<file path="src/core/lmb_params.svh">
// Constants for the logic, move, bit and branch execution unit.
`ifndef LMB_PARAMS_SVH
`define LMB_PARAMS_SVH

// ****************************************
// Register port offsets
// ****************************************
`define LMB_REG_DPX_OFF 8'h00
`define LMB_REG_SP_OFF 8'h04
`define LMB_REG_STAT_OFF 8'h08

// ****************************************
// Reset values
// ****************************************
`define LMB_DPX_RST 8'h01
`define LMB_SP_RST 24'h000007

// ****************************************
// Status field positions
// ****************************************
`define LMB_STAT_Z_BIT 0
`define LMB_STAT_N_BIT 1
`define LMB_STAT_C_BIT 2
`define LMB_STAT_ERR_BIT 3

// ****************************************
// Address ranges
// ****************************************
`define LMB_CODE_REGION 8'hFF
`define LMB_RAM_BIT_LO 8'h20
`define LMB_RAM_BIT_HI_EXT 8'h7F
`define LMB_RAM_BIT_HI_LEG 8'h2F
`define LMB_SFR_BASE 8'h80

`endif

</file>
<file path="src/core/lmb_pkg.sv">
// Types shared by the logic, move, bit and branch execution unit.
package lmb_pkg;

  typedef enum logic [29:0] {
    OP_LOGIC_AND          = 30'h0000_0001,
    OP_LOGIC_OR           = 30'h0000_0002,
    OP_LOGIC_XOR          = 30'h0000_0004,
    OP_SHIFT_LEFT_LOGICAL = 30'h0000_0008,
    OP_SHIFT_RIGHT_LOGIC  = 30'h0000_0010,
    OP_SHIFT_RIGHT_ARITH  = 30'h0000_0020,
    OP_MOVE               = 30'h0000_0040,
    OP_EXT_MOVE_READ      = 30'h0000_0080,
    OP_EXT_MOVE_WRITE     = 30'h0000_0100,
    OP_CODE_MOVE          = 30'h0000_0200,
    OP_SIGN_EXTEND_MOVE   = 30'h0000_0400,
    OP_ZERO_EXTEND_MOVE   = 30'h0000_0800,
    OP_HIGH_WORD_MOVE     = 30'h0000_1000,
    OP_NIBBLE_EXCHANGE    = 30'h0000_2000,
    OP_PUSH               = 30'h0000_4000,
    OP_POP                = 30'h0000_8000,
    OP_BIT_SET            = 30'h0001_0000,
    OP_BIT_CLEAR          = 30'h0002_0000,
    OP_BIT_COMPLEMENT     = 30'h0004_0000,
    OP_BIT_AND            = 30'h0008_0000,
    OP_BIT_OR             = 30'h0010_0000,
    OP_BIT_TO_CARRY       = 30'h0020_0000,
    OP_CARRY_TO_BIT       = 30'h0040_0000,
    OP_JUMP_REL           = 30'h0080_0000,
    OP_JUMP_11            = 30'h0100_0000,
    OP_JUMP_16            = 30'h0200_0000,
    OP_JUMP_24            = 30'h0400_0000,
    OP_JUMP_WORD_REG      = 30'h0800_0000,
    OP_JUMP_ACC_POINTER   = 30'h1000_0000,
    OP_NONE               = 30'h2000_0000
  } lmb_op_t;

  typedef enum logic [1:0] {
    SZ_BYTE  = 2'h0,
    SZ_WORD  = 2'h1,
    SZ_DWORD = 2'h2
  } lmb_size_t;

endpackage

</file>
<file path="src/core/lmb_exec.sv">
// Execution unit for logic, shift, move, bit and branch target operations.
//
// Overview of operation
// [RULE_01] AND, OR and XOR on bytes or words update zero and negative flags.
// [RULE_02] Left shift moves bits toward the top and loads 0 at bit 0.
// [RULE_03] Right shifts load 0 at the top, or keep the top bit (arithmetic).
// [RULE_04] Plain move copies a byte, word or dword between any places; the code writes register targets only, memory gets no write strobe.
// [RULE_05] External move uses the extension byte as region; it resets to 01H.
// [RULE_06] Code move reads one byte from code region FF into the accumulator.
// [RULE_07] Extending moves fill the high byte with sign copies or zeros.
// [RULE_08] High word move writes 16 immediate bits into a dword's upper word.
// [RULE_09] Nibble exchange swaps low nibbles of accumulator and a RAM byte.
// [RULE_10] Push takes byte, word or dword; pop returns byte or word, LIFO.
// [RULE_11] Bit set, clear and complement act on any addressable bit.
// [RULE_12] Bit AND and OR combine carry with the bit or its inverse.
// [RULE_13] Bit move copies a bit into carry, or carry into a bit.
// [RULE_14] Extended bits reach RAM 20H-7FH and all SFRs; legacy much less.
// [RULE_15] Only legacy bits may use a flat number; SFR number is addr plus pos.
// [RULE_16] The program counter is 24 bits wide.
// [RULE_17] Relative targets add a signed 8-bit offset to the next address.
// [RULE_18] An 11-bit target replaces only the low 11 counter bits.
// [RULE_19] A 16-bit target replaces only the low 16 counter bits.
// [RULE_20] A 24-bit target loads every counter bit.
// [RULE_21] Word register jumps load 16 low bits, keep the next address top.
// [RULE_22] Accumulator plus pointer jump puts the sum low, FF on top.
// [RULE_23] All three shifts leave the last bit shifted out in carry.
// [RULE_24] Zero flag means all-zero result; negative copies the result top.
`timescale 1ns/1ps
`include "lmb_params.svh"

module lmb_exec (
  input wire logic clk_sys_i,
  input wire logic rst_n_i,
  input wire logic op_valid_i,
  input wire lmb_pkg::lmb_op_t op_i,
  input wire lmb_pkg::lmb_size_t size_i,
  input wire logic [31:0] opa_i,
  input wire logic [31:0] opb_i,
  input wire logic [7:0] acc_i,
  input wire logic [15:0] data_pointer_i,
  input wire logic carry_flag_i,
  input wire logic [23:0] pc_next_i,
  input wire logic bit_legacy_i,
  input wire logic bit_flat_i,
  input wire logic [7:0] legacy_bit_operand_i,
  input wire logic bit_sfr_i,
  input wire logic [7:0] bit_reg_i,
  input wire logic [2:0] bit_pos_i,
  input wire logic [7:0] bit_byte_i,
  input wire logic bit_inv_i,
  input wire logic [7:0] reg_addr_i,
  input wire logic [31:0] reg_wdata_i,
  input wire logic reg_wr_i,
  input wire logic reg_rd_i,
  output logic [31:0] reg_rdata_o,
  output logic [31:0] result_o,
  output logic result_we_o,
  output logic [31:0] mem_wdata_o,
  output logic [23:0] mem_addr_o,
  output logic mem_rd_o,
  output logic mem_wr_o,
  output logic [1:0] mem_size_o,
  output logic bit_sfr_o,
  output logic zero_flag_o,
  output logic neg_flag_o,
  output logic zn_upd_o,
  output logic carry_flag_o,
  output logic carry_upd_o,
  output logic op_err_o,
  output logic [23:0] pc_o,
  output logic pc_load_o
);
  import lmb_pkg::*;

  // ****************************************
  // Helper functions
  // ****************************************
  function automatic logic [31:0] size_mask(input lmb_size_t sz);
    case (sz)
      SZ_BYTE: size_mask = 32'h0000_00FF;
      SZ_WORD: size_mask = 32'h0000_FFFF;
      default: size_mask = 32'hFFFF_FFFF;
    endcase
  endfunction

  function automatic logic top_bit(input logic [31:0] v, input lmb_size_t sz);
    case (sz)
      SZ_BYTE: top_bit = v[7];
      SZ_WORD: top_bit = v[15];
      default: top_bit = v[31];
    endcase
  endfunction

  function automatic logic [23:0] size_bytes(input lmb_size_t sz);
    case (sz)
      SZ_BYTE: size_bytes = 24'h000001;
      SZ_WORD: size_bytes = 24'h000002;
      default: size_bytes = 24'h000004;
    endcase
  endfunction

  // ****************************************
  // Reset release
  // ****************************************
  logic rst_meta_ff;
  logic rst_sync_ff;

  always_ff @(posedge clk_sys_i or negedge rst_n_i) begin
    if (!rst_n_i) begin
      rst_meta_ff <= 1'b0;
      rst_sync_ff <= 1'b0;
    end else begin
      rst_meta_ff <= 1'b1;
      rst_sync_ff <= rst_meta_ff;
    end
  end

  // ****************************************
  // Software visible state
  // ****************************************
  logic [7:0] dpx_ff;
  logic [23:0] sp_ff;
  logic [23:0] nxt_sp;
  logic [23:0] push_addr;
  logic [23:0] pop_addr;

  assign push_addr = sp_ff + 24'h000001;
  assign pop_addr = sp_ff - size_bytes(size_i) + 24'h000001;

  always_ff @(posedge clk_sys_i or negedge rst_sync_ff) begin
    if (!rst_sync_ff) begin
      dpx_ff <= `LMB_DPX_RST; // RULE_05
    end else if (reg_wr_i && reg_addr_i == `LMB_REG_DPX_OFF) begin
      dpx_ff <= reg_wdata_i[7:0];
    end
  end

  // The stack grows upward; a pop reads the last bytes pushed.
  always_comb begin
    nxt_sp = sp_ff;
    if (op_valid_i && op_i == OP_PUSH) begin
      nxt_sp = sp_ff + size_bytes(size_i); // RULE_10
    end else if (op_valid_i && op_i == OP_POP && size_i != SZ_DWORD) begin
      nxt_sp = sp_ff - size_bytes(size_i); // RULE_10
    end
  end

  // A software write to the pointer wins over a stack operation in the
  // same cycle, so firmware can always re-seat the stack.
  always_ff @(posedge clk_sys_i or negedge rst_sync_ff) begin
    if (!rst_sync_ff) begin
      sp_ff <= `LMB_SP_RST;
    end else if (reg_wr_i && reg_addr_i == `LMB_REG_SP_OFF) begin
      sp_ff <= reg_wdata_i[23:0];
    end else begin
      sp_ff <= nxt_sp;
    end
  end

  always_ff @(posedge clk_sys_i or negedge rst_sync_ff) begin
    if (!rst_sync_ff) begin
      reg_rdata_o <= 32'h0000_0000;
    end else if (reg_rd_i) begin
      case (reg_addr_i)
        `LMB_REG_DPX_OFF: reg_rdata_o <= {24'h000000, dpx_ff};
        `LMB_REG_SP_OFF: reg_rdata_o <= {8'h00, sp_ff};
        `LMB_REG_STAT_OFF: reg_rdata_o <= {28'h0000000, op_err_o,
          carry_flag_o, neg_flag_o, zero_flag_o};
        default: reg_rdata_o <= 32'h0000_0000;
      endcase
    end else begin
      reg_rdata_o <= 32'h0000_0000;
    end
  end

  // ****************************************
  // Bit location
  // ****************************************
  logic loc_sfr;
  logic [7:0] loc_byte;
  logic [2:0] loc_pos;
  logic loc_ok;
  logic cur_bit;
  logic [7:0] bit_mask;

  always_comb begin
    loc_sfr = bit_sfr_i;
    loc_byte = bit_reg_i;
    loc_pos = bit_pos_i;
    loc_ok = 1'b1;
    if (bit_flat_i) begin
      // A flat number is legal only for legacy bits.
      loc_ok = bit_legacy_i; // RULE_15
      loc_pos = legacy_bit_operand_i[2:0];
      if (legacy_bit_operand_i[7]) begin
        loc_sfr = 1'b1;
        loc_byte = {legacy_bit_operand_i[7:3], 3'h0}; // RULE_15
      end else begin
        loc_sfr = 1'b0;
        loc_byte = `LMB_RAM_BIT_LO + {4'h0, legacy_bit_operand_i[6:3]};
      end
    end
    if (loc_sfr) begin
      if (loc_byte < `LMB_SFR_BASE) begin
        loc_ok = 1'b0;
      end else if (bit_legacy_i && loc_byte[2:0] != 3'h0) begin
        loc_ok = 1'b0; // RULE_14
      end
    end else if (loc_byte < `LMB_RAM_BIT_LO) begin
      loc_ok = 1'b0;
    end else if (bit_legacy_i && loc_byte > `LMB_RAM_BIT_HI_LEG) begin
      loc_ok = 1'b0; // RULE_14
    end else if (loc_byte > `LMB_RAM_BIT_HI_EXT) begin
      loc_ok = 1'b0; // RULE_14
    end
    bit_mask = 8'h01 << loc_pos;
    cur_bit = bit_byte_i[loc_pos];
  end

  // ****************************************
  // Operation results
  // ****************************************
  logic [31:0] nxt_result;
  logic nxt_result_we;
  logic [31:0] nxt_wdata;
  logic [23:0] nxt_addr;
  logic nxt_rd;
  logic nxt_wr;
  logic nxt_zn_upd;
  logic nxt_carry;
  logic nxt_carry_upd;
  logic nxt_err;
  logic [23:0] nxt_pc;
  logic nxt_pc_load;
  logic [31:0] mask;
  logic [15:0] jump_sum;

  assign mask = size_mask(size_i);
  assign jump_sum = data_pointer_i + {8'h00, acc_i};

  always_comb begin
    nxt_result = 32'h0000_0000;
    nxt_result_we = 1'b0;
    nxt_wdata = 32'h0000_0000;
    nxt_addr = 24'h000000;
    nxt_rd = 1'b0;
    nxt_wr = 1'b0;
    nxt_zn_upd = 1'b0;
    nxt_carry = carry_flag_i;
    nxt_carry_upd = 1'b0;
    nxt_err = 1'b0;
    nxt_pc = pc_next_i;
    nxt_pc_load = 1'b0;
    if (op_valid_i) begin
      case (op_i)
        OP_LOGIC_AND: begin
          nxt_result = opa_i & opb_i & mask; // RULE_01
          nxt_result_we = 1'b1;
          nxt_zn_upd = 1'b1;
        end
        OP_LOGIC_OR: begin
          nxt_result = (opa_i | opb_i) & mask; // RULE_01
          nxt_result_we = 1'b1;
          nxt_zn_upd = 1'b1;
        end
        OP_LOGIC_XOR: begin
          nxt_result = (opa_i ^ opb_i) & mask; // RULE_01
          nxt_result_we = 1'b1;
          nxt_zn_upd = 1'b1;
        end
        OP_SHIFT_LEFT_LOGICAL: begin
          nxt_result = {opa_i[30:0], 1'b0} & mask; // RULE_02
          nxt_carry = top_bit(opa_i, size_i); // RULE_23
          nxt_carry_upd = 1'b1;
          nxt_result_we = 1'b1;
          nxt_zn_upd = 1'b1;
        end
        OP_SHIFT_RIGHT_LOGIC, OP_SHIFT_RIGHT_ARITH: begin
          nxt_result = (opa_i & mask) >> 1; // RULE_03
          if (op_i == OP_SHIFT_RIGHT_ARITH && top_bit(opa_i, size_i)) begin
            nxt_result = nxt_result | (mask & ~(mask >> 1)); // RULE_03
          end
          nxt_carry = opa_i[0]; // RULE_23
          nxt_carry_upd = 1'b1;
          nxt_result_we = 1'b1;
          nxt_zn_upd = 1'b1;
        end
        OP_MOVE: begin
          // Register targets take the result; memory targets get data and address but no write strobe.
          nxt_result = opb_i & mask; // RULE_04
          nxt_result_we = 1'b1;
          nxt_wdata = opb_i & mask;
          nxt_addr = opa_i[23:0];
        end
        OP_EXT_MOVE_READ: begin
          nxt_addr = {dpx_ff, data_pointer_i}; // RULE_05
          nxt_rd = 1'b1;
        end
        OP_EXT_MOVE_WRITE: begin
          nxt_addr = {dpx_ff, data_pointer_i}; // RULE_05
          nxt_wdata = {24'h000000, acc_i};
          nxt_wr = 1'b1;
        end
        OP_CODE_MOVE: begin
          nxt_addr = {`LMB_CODE_REGION, opb_i[15:0]}; // RULE_06
          nxt_rd = 1'b1;
        end
        OP_SIGN_EXTEND_MOVE: begin
          nxt_result = {16'h0000, {8{opb_i[7]}}, opb_i[7:0]}; // RULE_07
          nxt_result_we = 1'b1;
        end
        OP_ZERO_EXTEND_MOVE: begin
          nxt_result = {24'h000000, opb_i[7:0]}; // RULE_07
          nxt_result_we = 1'b1;
        end
        OP_HIGH_WORD_MOVE: begin
          nxt_result = {opb_i[15:0], opa_i[15:0]}; // RULE_08
          nxt_result_we = 1'b1;
        end
        OP_NIBBLE_EXCHANGE: begin
          nxt_result = {24'h000000, acc_i[7:4], opb_i[3:0]}; // RULE_09
          nxt_result_we = 1'b1;
          nxt_wdata = {24'h000000, opb_i[7:4], acc_i[3:0]}; // RULE_09
          nxt_addr = {16'h0000, opa_i[7:0]};
          nxt_wr = 1'b1;
        end
        OP_PUSH: begin
          nxt_addr = push_addr; // RULE_10
          nxt_wdata = opb_i & mask;
          nxt_wr = 1'b1;
        end
        OP_POP: begin
          // A dword pop is not an operation of this core; it is refused.
          if (size_i == SZ_DWORD) begin
            nxt_err = 1'b1;
          end else begin
            nxt_addr = pop_addr; // RULE_10
            nxt_rd = 1'b1;
          end
        end
        OP_BIT_SET, OP_BIT_CLEAR, OP_BIT_COMPLEMENT, OP_CARRY_TO_BIT: begin
          if (!loc_ok) begin
            nxt_err = 1'b1;
          end else begin
            nxt_addr = {16'h0000, loc_byte};
            nxt_wr = 1'b1;
            case (op_i)
              OP_BIT_SET: nxt_wdata[7:0] = bit_byte_i | bit_mask; // RULE_11
              OP_BIT_CLEAR: nxt_wdata[7:0] = bit_byte_i & ~bit_mask; // RULE_11
              OP_BIT_COMPLEMENT: nxt_wdata[7:0] = bit_byte_i ^ bit_mask;
              default: begin
                nxt_wdata[7:0] = carry_flag_i ? (bit_byte_i | bit_mask) :
                  (bit_byte_i & ~bit_mask); // RULE_13
              end
            endcase
          end
        end
        OP_BIT_AND, OP_BIT_OR, OP_BIT_TO_CARRY: begin
          if (!loc_ok) begin
            nxt_err = 1'b1;
          end else begin
            nxt_carry_upd = 1'b1;
            case (op_i) // RULE_12
              OP_BIT_AND: nxt_carry = carry_flag_i & (cur_bit ^ bit_inv_i);
              OP_BIT_OR: nxt_carry = carry_flag_i | (cur_bit ^ bit_inv_i);
              default: nxt_carry = cur_bit; // RULE_13
            endcase
          end
        end
        OP_JUMP_REL: begin
          nxt_pc = pc_next_i + {{16{opb_i[7]}}, opb_i[7:0]}; // RULE_17
          nxt_pc_load = 1'b1;
        end
        OP_JUMP_11: begin
          nxt_pc = {pc_next_i[23:11], opb_i[10:0]}; // RULE_18
          nxt_pc_load = 1'b1;
        end
        OP_JUMP_16: begin
          nxt_pc = {pc_next_i[23:16], opb_i[15:0]}; // RULE_19
          nxt_pc_load = 1'b1;
        end
        OP_JUMP_24: begin
          nxt_pc = opb_i[23:0]; // RULE_20
          nxt_pc_load = 1'b1;
        end
        OP_JUMP_WORD_REG: begin
          nxt_pc = {pc_next_i[23:16], opa_i[15:0]}; // RULE_21
          nxt_pc_load = 1'b1;
        end
        OP_JUMP_ACC_POINTER: begin
          nxt_pc = {`LMB_CODE_REGION, jump_sum}; // RULE_22
          nxt_pc_load = 1'b1;
        end
        default: begin
          nxt_pc_load = 1'b0;
        end
      endcase
    end
  end

  // ****************************************
  // Output registers
  // ****************************************
  always_ff @(posedge clk_sys_i or negedge rst_sync_ff) begin
    if (!rst_sync_ff) begin
      result_o <= 32'h0000_0000;
      result_we_o <= 1'b0;
      mem_wdata_o <= 32'h0000_0000;
      mem_addr_o <= 24'h000000;
      mem_rd_o <= 1'b0;
      mem_wr_o <= 1'b0;
      mem_size_o <= SZ_BYTE;
      bit_sfr_o <= 1'b0;
    end else begin
      result_o <= nxt_result;
      result_we_o <= nxt_result_we;
      mem_wdata_o <= nxt_wdata;
      mem_addr_o <= nxt_addr;
      mem_rd_o <= nxt_rd;
      mem_wr_o <= nxt_wr;
      mem_size_o <= size_i;
      bit_sfr_o <= loc_sfr;
    end
  end

  // Flags hold their last value between updates so software can read them.
  always_ff @(posedge clk_sys_i or negedge rst_sync_ff) begin
    if (!rst_sync_ff) begin
      zero_flag_o <= 1'b0;
      neg_flag_o <= 1'b0;
      zn_upd_o <= 1'b0;
      carry_flag_o <= 1'b0;
      carry_upd_o <= 1'b0;
      op_err_o <= 1'b0;
    end else begin
      zn_upd_o <= nxt_zn_upd;
      carry_upd_o <= nxt_carry_upd;
      if (nxt_zn_upd) begin
        zero_flag_o <= (nxt_result == 32'h0000_0000); // RULE_24
        neg_flag_o <= top_bit(nxt_result, size_i); // RULE_24
      end
      if (nxt_carry_upd) begin
        carry_flag_o <= nxt_carry;
      end
      if (op_valid_i) begin
        op_err_o <= nxt_err;
      end
    end
  end

  always_ff @(posedge clk_sys_i or negedge rst_sync_ff) begin
    if (!rst_sync_ff) begin
      pc_o <= 24'h000000; // RULE_16
      pc_load_o <= 1'b0;
    end else begin
      pc_o <= nxt_pc;
      pc_load_o <= nxt_pc_load;
    end
  end
endmodule // lmb_exec

</file>
<file path="config.mk">
export PLATFORM = sky130hd
export DESIGN_NAME = lmb_exec
export DESIGN_NICKNAME = d
export VERILOG_FILES = /design/src/core/lmb_pkg.sv /design/src/core/lmb_exec.sv
export VERILOG_INCLUDE_DIRS = /design/src /design/src/core
export SDC_FILE = /design/constraint.sdc
export NUM_CORES = 1
export LEC_CHECK = 0
export BUFFER_PORTS_ARGS = -buffer_cell sky130_fd_sc_hd__buf_4
export CAP_MARGIN = 5
export CORE_UTILIZATION = 35
export CTS_BUF_LIST = sky130_fd_sc_hd__clkbuf_4 sky130_fd_sc_hd__clkbuf_8
export CTS_CLUSTER_DIAMETER = 100
export DETAILED_ROUTE_END_ITERATION = 10
export GPL_ROUTABILITY_DRIVEN = 0
export GPL_TIMING_DRIVEN = 0
export PLACE_DENSITY = 0.61
export SLEW_MARGIN = 25
export SYNTH_ARGS = -nofsm -noshare
export SYNTH_HDL_FRONTEND = slang
export SYNTH_SLANG_ARGS = --single-unit
</file>
<file path="constraint.sdc">
create_clock -name clk_sys_i -period 5.9 [get_ports clk_sys_i]
set_input_delay 1.18 -clock clk_sys_i [delete_from_list [all_inputs] [get_ports clk_sys_i]]
set_output_delay 1.18 -clock clk_sys_i [all_outputs]
set_load 0.03 [all_outputs]
</file>
Word-level counts from Yosys, hierarchy flattened:

Index checks and enable logic that the tools add are counted.

* magnitude comparators: 5
* bitwise logic cells: 19
* mux-type cells: 64
* shifts and indexed selects: 1
* eq/ne operators: 34
* add/sub/neg operators: 8
* reduce and logical (&&, ||, !) cells: 25

Operators with widths (number)
* $pmux W32 S10: 1
* $and A32 B32 Y32: 8
* $mux W24: 10
* $pmux W24 S7: 1
* $pmux W24 S6: 1
* $mux W32: 4
* $pmux W24 S3: 1
* $pmux W32 S2: 1
* $add A24 B1 Y24 const B: 2
* $add A24 B24 Y24: 2
* $sub A24 B24 Y24: 2
* $mux W8: 5
* $logic_not A32 Y1: 1
* $not A31 Y32: 1
* $or A31 B32 Y32: 1
* $or A32 B32 Y32: 1
* $pmux W8 S4: 1
* $xor A32 B32 Y32: 1
* $eq A30 B1 Y1 const B: 1
* $eq A30 B10 Y1 const B: 1
* $eq A30 B11 Y1 const B: 1
* $eq A30 B12 Y1 const B: 1
* $eq A30 B13 Y1 const B: 1
* $eq A30 B14 Y1 const B: 1
* 60 further kinds: 106

* output and inout port bits: 157
* register bits: 191

Depth between registers and ports, before layout:

* depth in word-level cells: 11
* mapped depth: 22
* mapped depth without buffers: 19

Worst setup path before layout:

OpenSTA, ideal clock, no wires.

* path kind: input-to-reg
* start: input op_i[26]
* end: register sp_ff[23]
* library setup time: 0.082 ns
* path slack: -0.125 ns
* data arrival time: 5.943 ns
* cell stages on the path: 21
* buffers on the path: 4
* required time: 5.818 ns
* cell sequence: buf_2 -> or4_4 -> or3_1 -> buf_4 -> nor2_4 -> nand4_2 -> nor4b_2 -> clkbuf_1 -> buf_1 -> nand2_1 -> ha_1 -> or2_2 -> o311a_1 -> a31oi_1 -> o2111a_1 -> nor2_1 -> a211o_1 -> a21oi_1 -> xor2_1 -> or3_1 -> a31oi_1

* word-level cells in the longest chain between the ends: 4
* elaborated cells between the ends (all ways): 8
* classes of those cells: eq/ne (2); mux (2); reduce/logical (4)

Ends and longest elaborated chain
* from (decl): RTL line lmb_exec.sv:35 `input wire lmb_pkg::lmb_op_t op_i,`
* $eq A30 B15 Y1 / $eq A30 B16 Y1 (equally long branches): RTL line lmb_exec.sv:141, lmb_exec.sv:143
* $logic_and A1 B1 Y1 (on tied branches): RTL line lmb_exec.sv:141, lmb_exec.sv:143
* $mux W24 / $logic_and A1 B1 Y1 (equally long branches): RTL line lmb_exec.sv:141, lmb_exec.sv:143
* $mux W24 / $reduce_bool A3 Y1 (equally long branches)
* to (signal assigned): RTL line lmb_exec.sv:152 `` sp_ff <= `LMB_SP_RST; ``
* to (signal assigned): RTL line lmb_exec.sv:154 `sp_ff <= reg_wdata_i[23:0];`
* to (signal assigned): RTL line lmb_exec.sv:156 `sp_ff <= nxt_sp;`
* to (decl): RTL line lmb_exec.sv:122 `logic [23:0] sp_ff;`

Several ways; a longest one is shown, not always the timed one.
A chain may end at the register's enable or synchronous reset.

Worst setup path after layout:

* start: input size_i[1]
* end: register mem_addr_o[23]

* word-level cells in the longest chain between the ends: 7
* elaborated cells between the ends (all ways): 9
* classes of those cells: add/sub (2); eq/ne (2); mux (4); reduce/logical (1)

Ends and longest elaborated chain
* from (decl): RTL line lmb_exec.sv:36 `input wire lmb_pkg::lmb_size_t size_i,`
* $eq A2 B1 Y1 / $logic_not A2 Y1 (equally long branches): RTL line lmb_exec.sv:95 `case (sz)`
* $pmux W3 S2: RTL line lmb_exec.sv:95
* $sub A24 B24 Y24: RTL line lmb_exec.sv:128 `assign pop_addr = sp_ff - size_bytes(size_i) + 24'h000001;`
* $add A24 B1 Y24: RTL line lmb_exec.sv:128
* $mux W24 *: RTL line lmb_exec.sv:334 `if (size_i == SZ_DWORD) begin`
* $pmux W24 S7 *: RTL line lmb_exec.sv:255 `case (op_i)`
* $mux W24 *: RTL line lmb_exec.sv:254 `if (op_valid_i) begin`
* net nxt_addr[23]: RTL line lmb_exec.sv:226 `logic [23:0] nxt_addr;`
* to (signal assigned): RTL line lmb_exec.sv:418 `mem_addr_o <= nxt_addr;`
* to (decl): RTL line lmb_exec.sv:59 `output logic [23:0] mem_addr_o,`

The timed path passes the listed nets; every way through them passes the cells marked *.

==> flow_summary.yaml <==
grt:
  grt_start_max_net_pins: 56
  grt_usage: 0.290
  grt_use_met1: 0.353
  grt_most_used_layer: "met2"
  met3_usage: 0.0733
  grt_pass1_wl_um: 102000
  antenna_found_initial: 8
  vias_in_the_first_global_route: 16685
  globalRoute.totalOverflow: 0
  groute.layer.met2.usage: 0.458
setup_path:
  critical_path.reg2reg.startpoint: "sp_ff[1]$_DFFE_PN1P_"
  critPathRequiredTime_ns: 6.30
  path_max_fanout: 10
  cp-startpoint: "size_i[1]"
  worst-r2r-cell-count: 15
  cp-end-kind: "register"
  regToRegSetupSlack_ns: 1.59
  rr_endpoint: "mem_addr_o[23]$_DFF_PN0_"
  critPathArrivalTime_ns: 6.18
  worst-setup-path-type: "input port to register"
  timing.critical_path.from_type: "input port"
sta:
  final.period_utilization: 0.979
  timing_max_transition_violations_final: 0
  rsz0062_at_grt: "yes"
  max_clock_freq_ghz: 0.173
  hold_slack_ns: 0.326
  hold_viol: 0
  slew_headroom: 0.381
  worst_clock_skew_ns: 0.0142
  worstMarginPinSlew_ns: 0.914
  final-setup-viol-count: 0
  final_critical_path_time_including_i_o_delays_and_setup_ns: 5.77
  timing.setup.tns_ns: 0
place:
  numPortBuffers: 354
  dp_hpwl_um: 55200
  placed_cells_incl_taps: 2867
  placed_cell_area_um2: 19600
drt:
  drt_first_pass_iters: 6
  drt-total-wl_um: 68600
  final_antenna_net_count: 0
  detail_route.iter0.violations: 1777
  wire_per_inst_um: 23.6
  vias_per_cell: 5.81
  num_vias: 16866
  detail_route.drc_violations: 0
flow_run:
  max_cap_violations: 0
logic_synthesis:
  synth.distinct_cells: 90
  synth_flop_cell: "dfrtp_1"
  synth_seq_area_share: 0.285
  mapped_area_um2: 16100
  synth_common_cells: "ha_1 (180), dfrtp_1 (179), nand2_1 (179)"
  ys_async_sr_fraction: 1.00
  postSynthCellCount: 1903
  synth.top_cells.by_area: "dfrtp_1 (28%), ha_1 (14%), a21oi_1 (4.3%), nand2_1 (4.2%), nor2_1 (3.8%)"
  avg_cell_area_syn_um2: 8.44
  yosys.cell_count.top_type: "ha_1"
  post-synth-top-area-cell: "dfrtp_1"
  synth_largest_type_area_fraction: 0.279
  synth-edff-count: 0
  synth-warning-count: 0
  ys_ff_latch: 183
die:
  core_um2: 45300
  floorplan.initialDensity: 0.355
  floorplan.io_pins: 378
  die_area_um2: 46800
  die_y_um: 216
  row_count: 78
  die_x_um: 216
power:
  vdd_drop_max_mv: 0.127
  share_comb_of_total_power: 0.339
  cellLeakagePower_uw: 0.00961
  power.share.switching: 0.373
  cell_internal_pwr_uw: 2130
  p_sw_uw: 1270
  power.sequential.fraction: 0.391
  powerDensity_nw_per_um2: 169
  clock_power_share: 0.269
cells_and_area:
  design_area_um2: 20100
  post_layout_nonfiller_instances: 2904
  total_nets_final: 2691
  area_delta_synth_final_pct: 25.0
  drive_above_1_share: 0.217
  post-route-util: 0.444
clock_tree:
  worst_setup_hold_path_clk_slew_ns: 0.11
  numCtsBuffers: 17
  htree_levels: 4
  cts_hold_buf: 0
  numClockSinks: 183
  cts_max_path_buffers: 2
  clock-root-buffer: "clkbuf_8"
  worst_skew_pair.late_latency_ns: 0.56
  tritoncts: "yes"
run_status:
  run_status: "finished clean"
worst_hold_path:
  worst_hold_path_type: "register to asynchronous set/reset pin"
[how the worst max path moves through the flow]
stage | depth (start not counted) | slack [ns] | end
5_1_grt | 20 | -0.08 | sp_ff[23]$_DFFE_PN0P_
2_1_floorplan | 21 | 0.03 | sp_ff[23]$_DFFE_PN0P_
3_5_place_dp | 21 | -1.11 | sp_ff[23]$_DFFE_PN0P_
6_report | 17 | 0.13 | mem_addr_o[23]$_DFF_PN0_
3_3_place_gp | 0 | -1.69 | dpx_ff[2]$_DFFE_PN0P_
4_1_cts | 20 | 0.01 | sp_ff[23]$_DFFE_PN0P_
[sequential cells by signal (all words and copies together) (netlist names)]
register      flops
pc_o             24
mem_wr_o          1
carry_upd_o       1
carry_flag_o      1
zn_upd_o          1
zero_flag_o       1
mem_addr_o       24
mem_rd_o          1
op_err_o          1
rst_sync_ff       1
mem_wdata_o      32
result_o         32
reg_rdata_o      24
sp_ff            24
dpx_ff            8
neg_flag_o        1
pc_load_o         1
bit_sfr_o         1
mem_size_o        2
rst_meta_ff       1
result_we_o       1
[power by group through the flow]
stage	registers (µW)	clock network (µW)	logic, µW
6_report	1330	915	1150
2_1_floorplan	1370	0	683
5_1_grt	1330	985	1260
3_5_place_dp	1350	0	1110
3_3_place_gp	1370	0	1070
4_1_cts	1330	939	1120
[repair_timing]
| item | 4_1_cts | 5_1_grt |
|---|---|---|
| gates resized for setup | 6 | 9 |
| setup buffers | 0 | 2 |
| endpoints found under the hold margin | 0 | 0 |
| endpoints found under the setup margin | 13 | 7 |
| pin swaps | 0 | 3 |
[metrics by stage]
step | total power, µW | setup WS [ns]
3_5_place_dp | 2470 | -1.11
3_3_place_gp | 2440 | -1.69
5_1_grt | 3580 | -0.0806
6_report | 3400 | 0.126
4_1_cts | 3390 | 0.0107
2_1_floorplan | 2050 | 0.0340
[cells in the final DEF, fill, tap and decap left out, types with 38 or more instances in the layout]
cell | synthesis | final
a222oi_1 | 56 | 56
and2_1 | 38 | 38
xnor2_1 | 64 | 64
xor2_1 | 38 | 38
nand2_1 | 179 | 177
inv_1 | 134 | 134
ha_1 | 180 | 180
a21oi_1 | 139 | 138
nand3_1 | 38 | 38
clkbuf_1 | 51 | 49
nor2_1 | 163 | 163
a31oi_1 | 39 | 38
o21ai_0 | 72 | 71
buf_4 | 11 | 367
dfrtp_1 | 179 | 178
[logic make-up after synthesis]
| group | synth area share |
|---|---|
| simple gates | 0.190 |
| mux | 0.0216 |
| buf+inv | 0.0587 |
| other cells | 0.000467 |
| compound gates | 0.243 |
| fa+ha+maj | 0.145 |
| flops | 0.285 |
| xor+xnor | 0.0556 |
[routing by layer]
metal | part of all wire | vias up
li1 | - | 7727
met1 | 0.39 | 7991
met2 | 0.45 | 923
met3 | 0.10 | 219
met4 | 0.061 | 6
met5 | 0.00051 | -
[final cells by class]
type | count | area, µm²
inverters | 138 | 519
clock inverters | 15 | 183
repair buffers | 359 | 2750
well taps | 600 | 751
flip-flops and latches | 183 | 4590
fillers | 4589 | 25200
clock buffers | 17 | 234
diodes | 5 | 12.5
multi-input cells | 1499 | 10600
plain buffers | 88 | 425
[worst max-delay path: stages]
cell and delay [ns]:
buf_4 0.15, or2_2 0.12, clkbuf_1 0.41, ha_1 0.58, clkinv_2 0.36, ha_1 0.44
fa_1 0.26, a211oi_1 0.12, o21ai_0 0.26, or3b_2 0.49, a311oi_1 0.46, nand4_1 0.19
a21oi_1 0.25, a211oi_1 0.16, a21oi_1 0.18, xnor2_1 0.13, o31ai_1 0.43
Note: power is estimated with default switching activity, not from simulation.
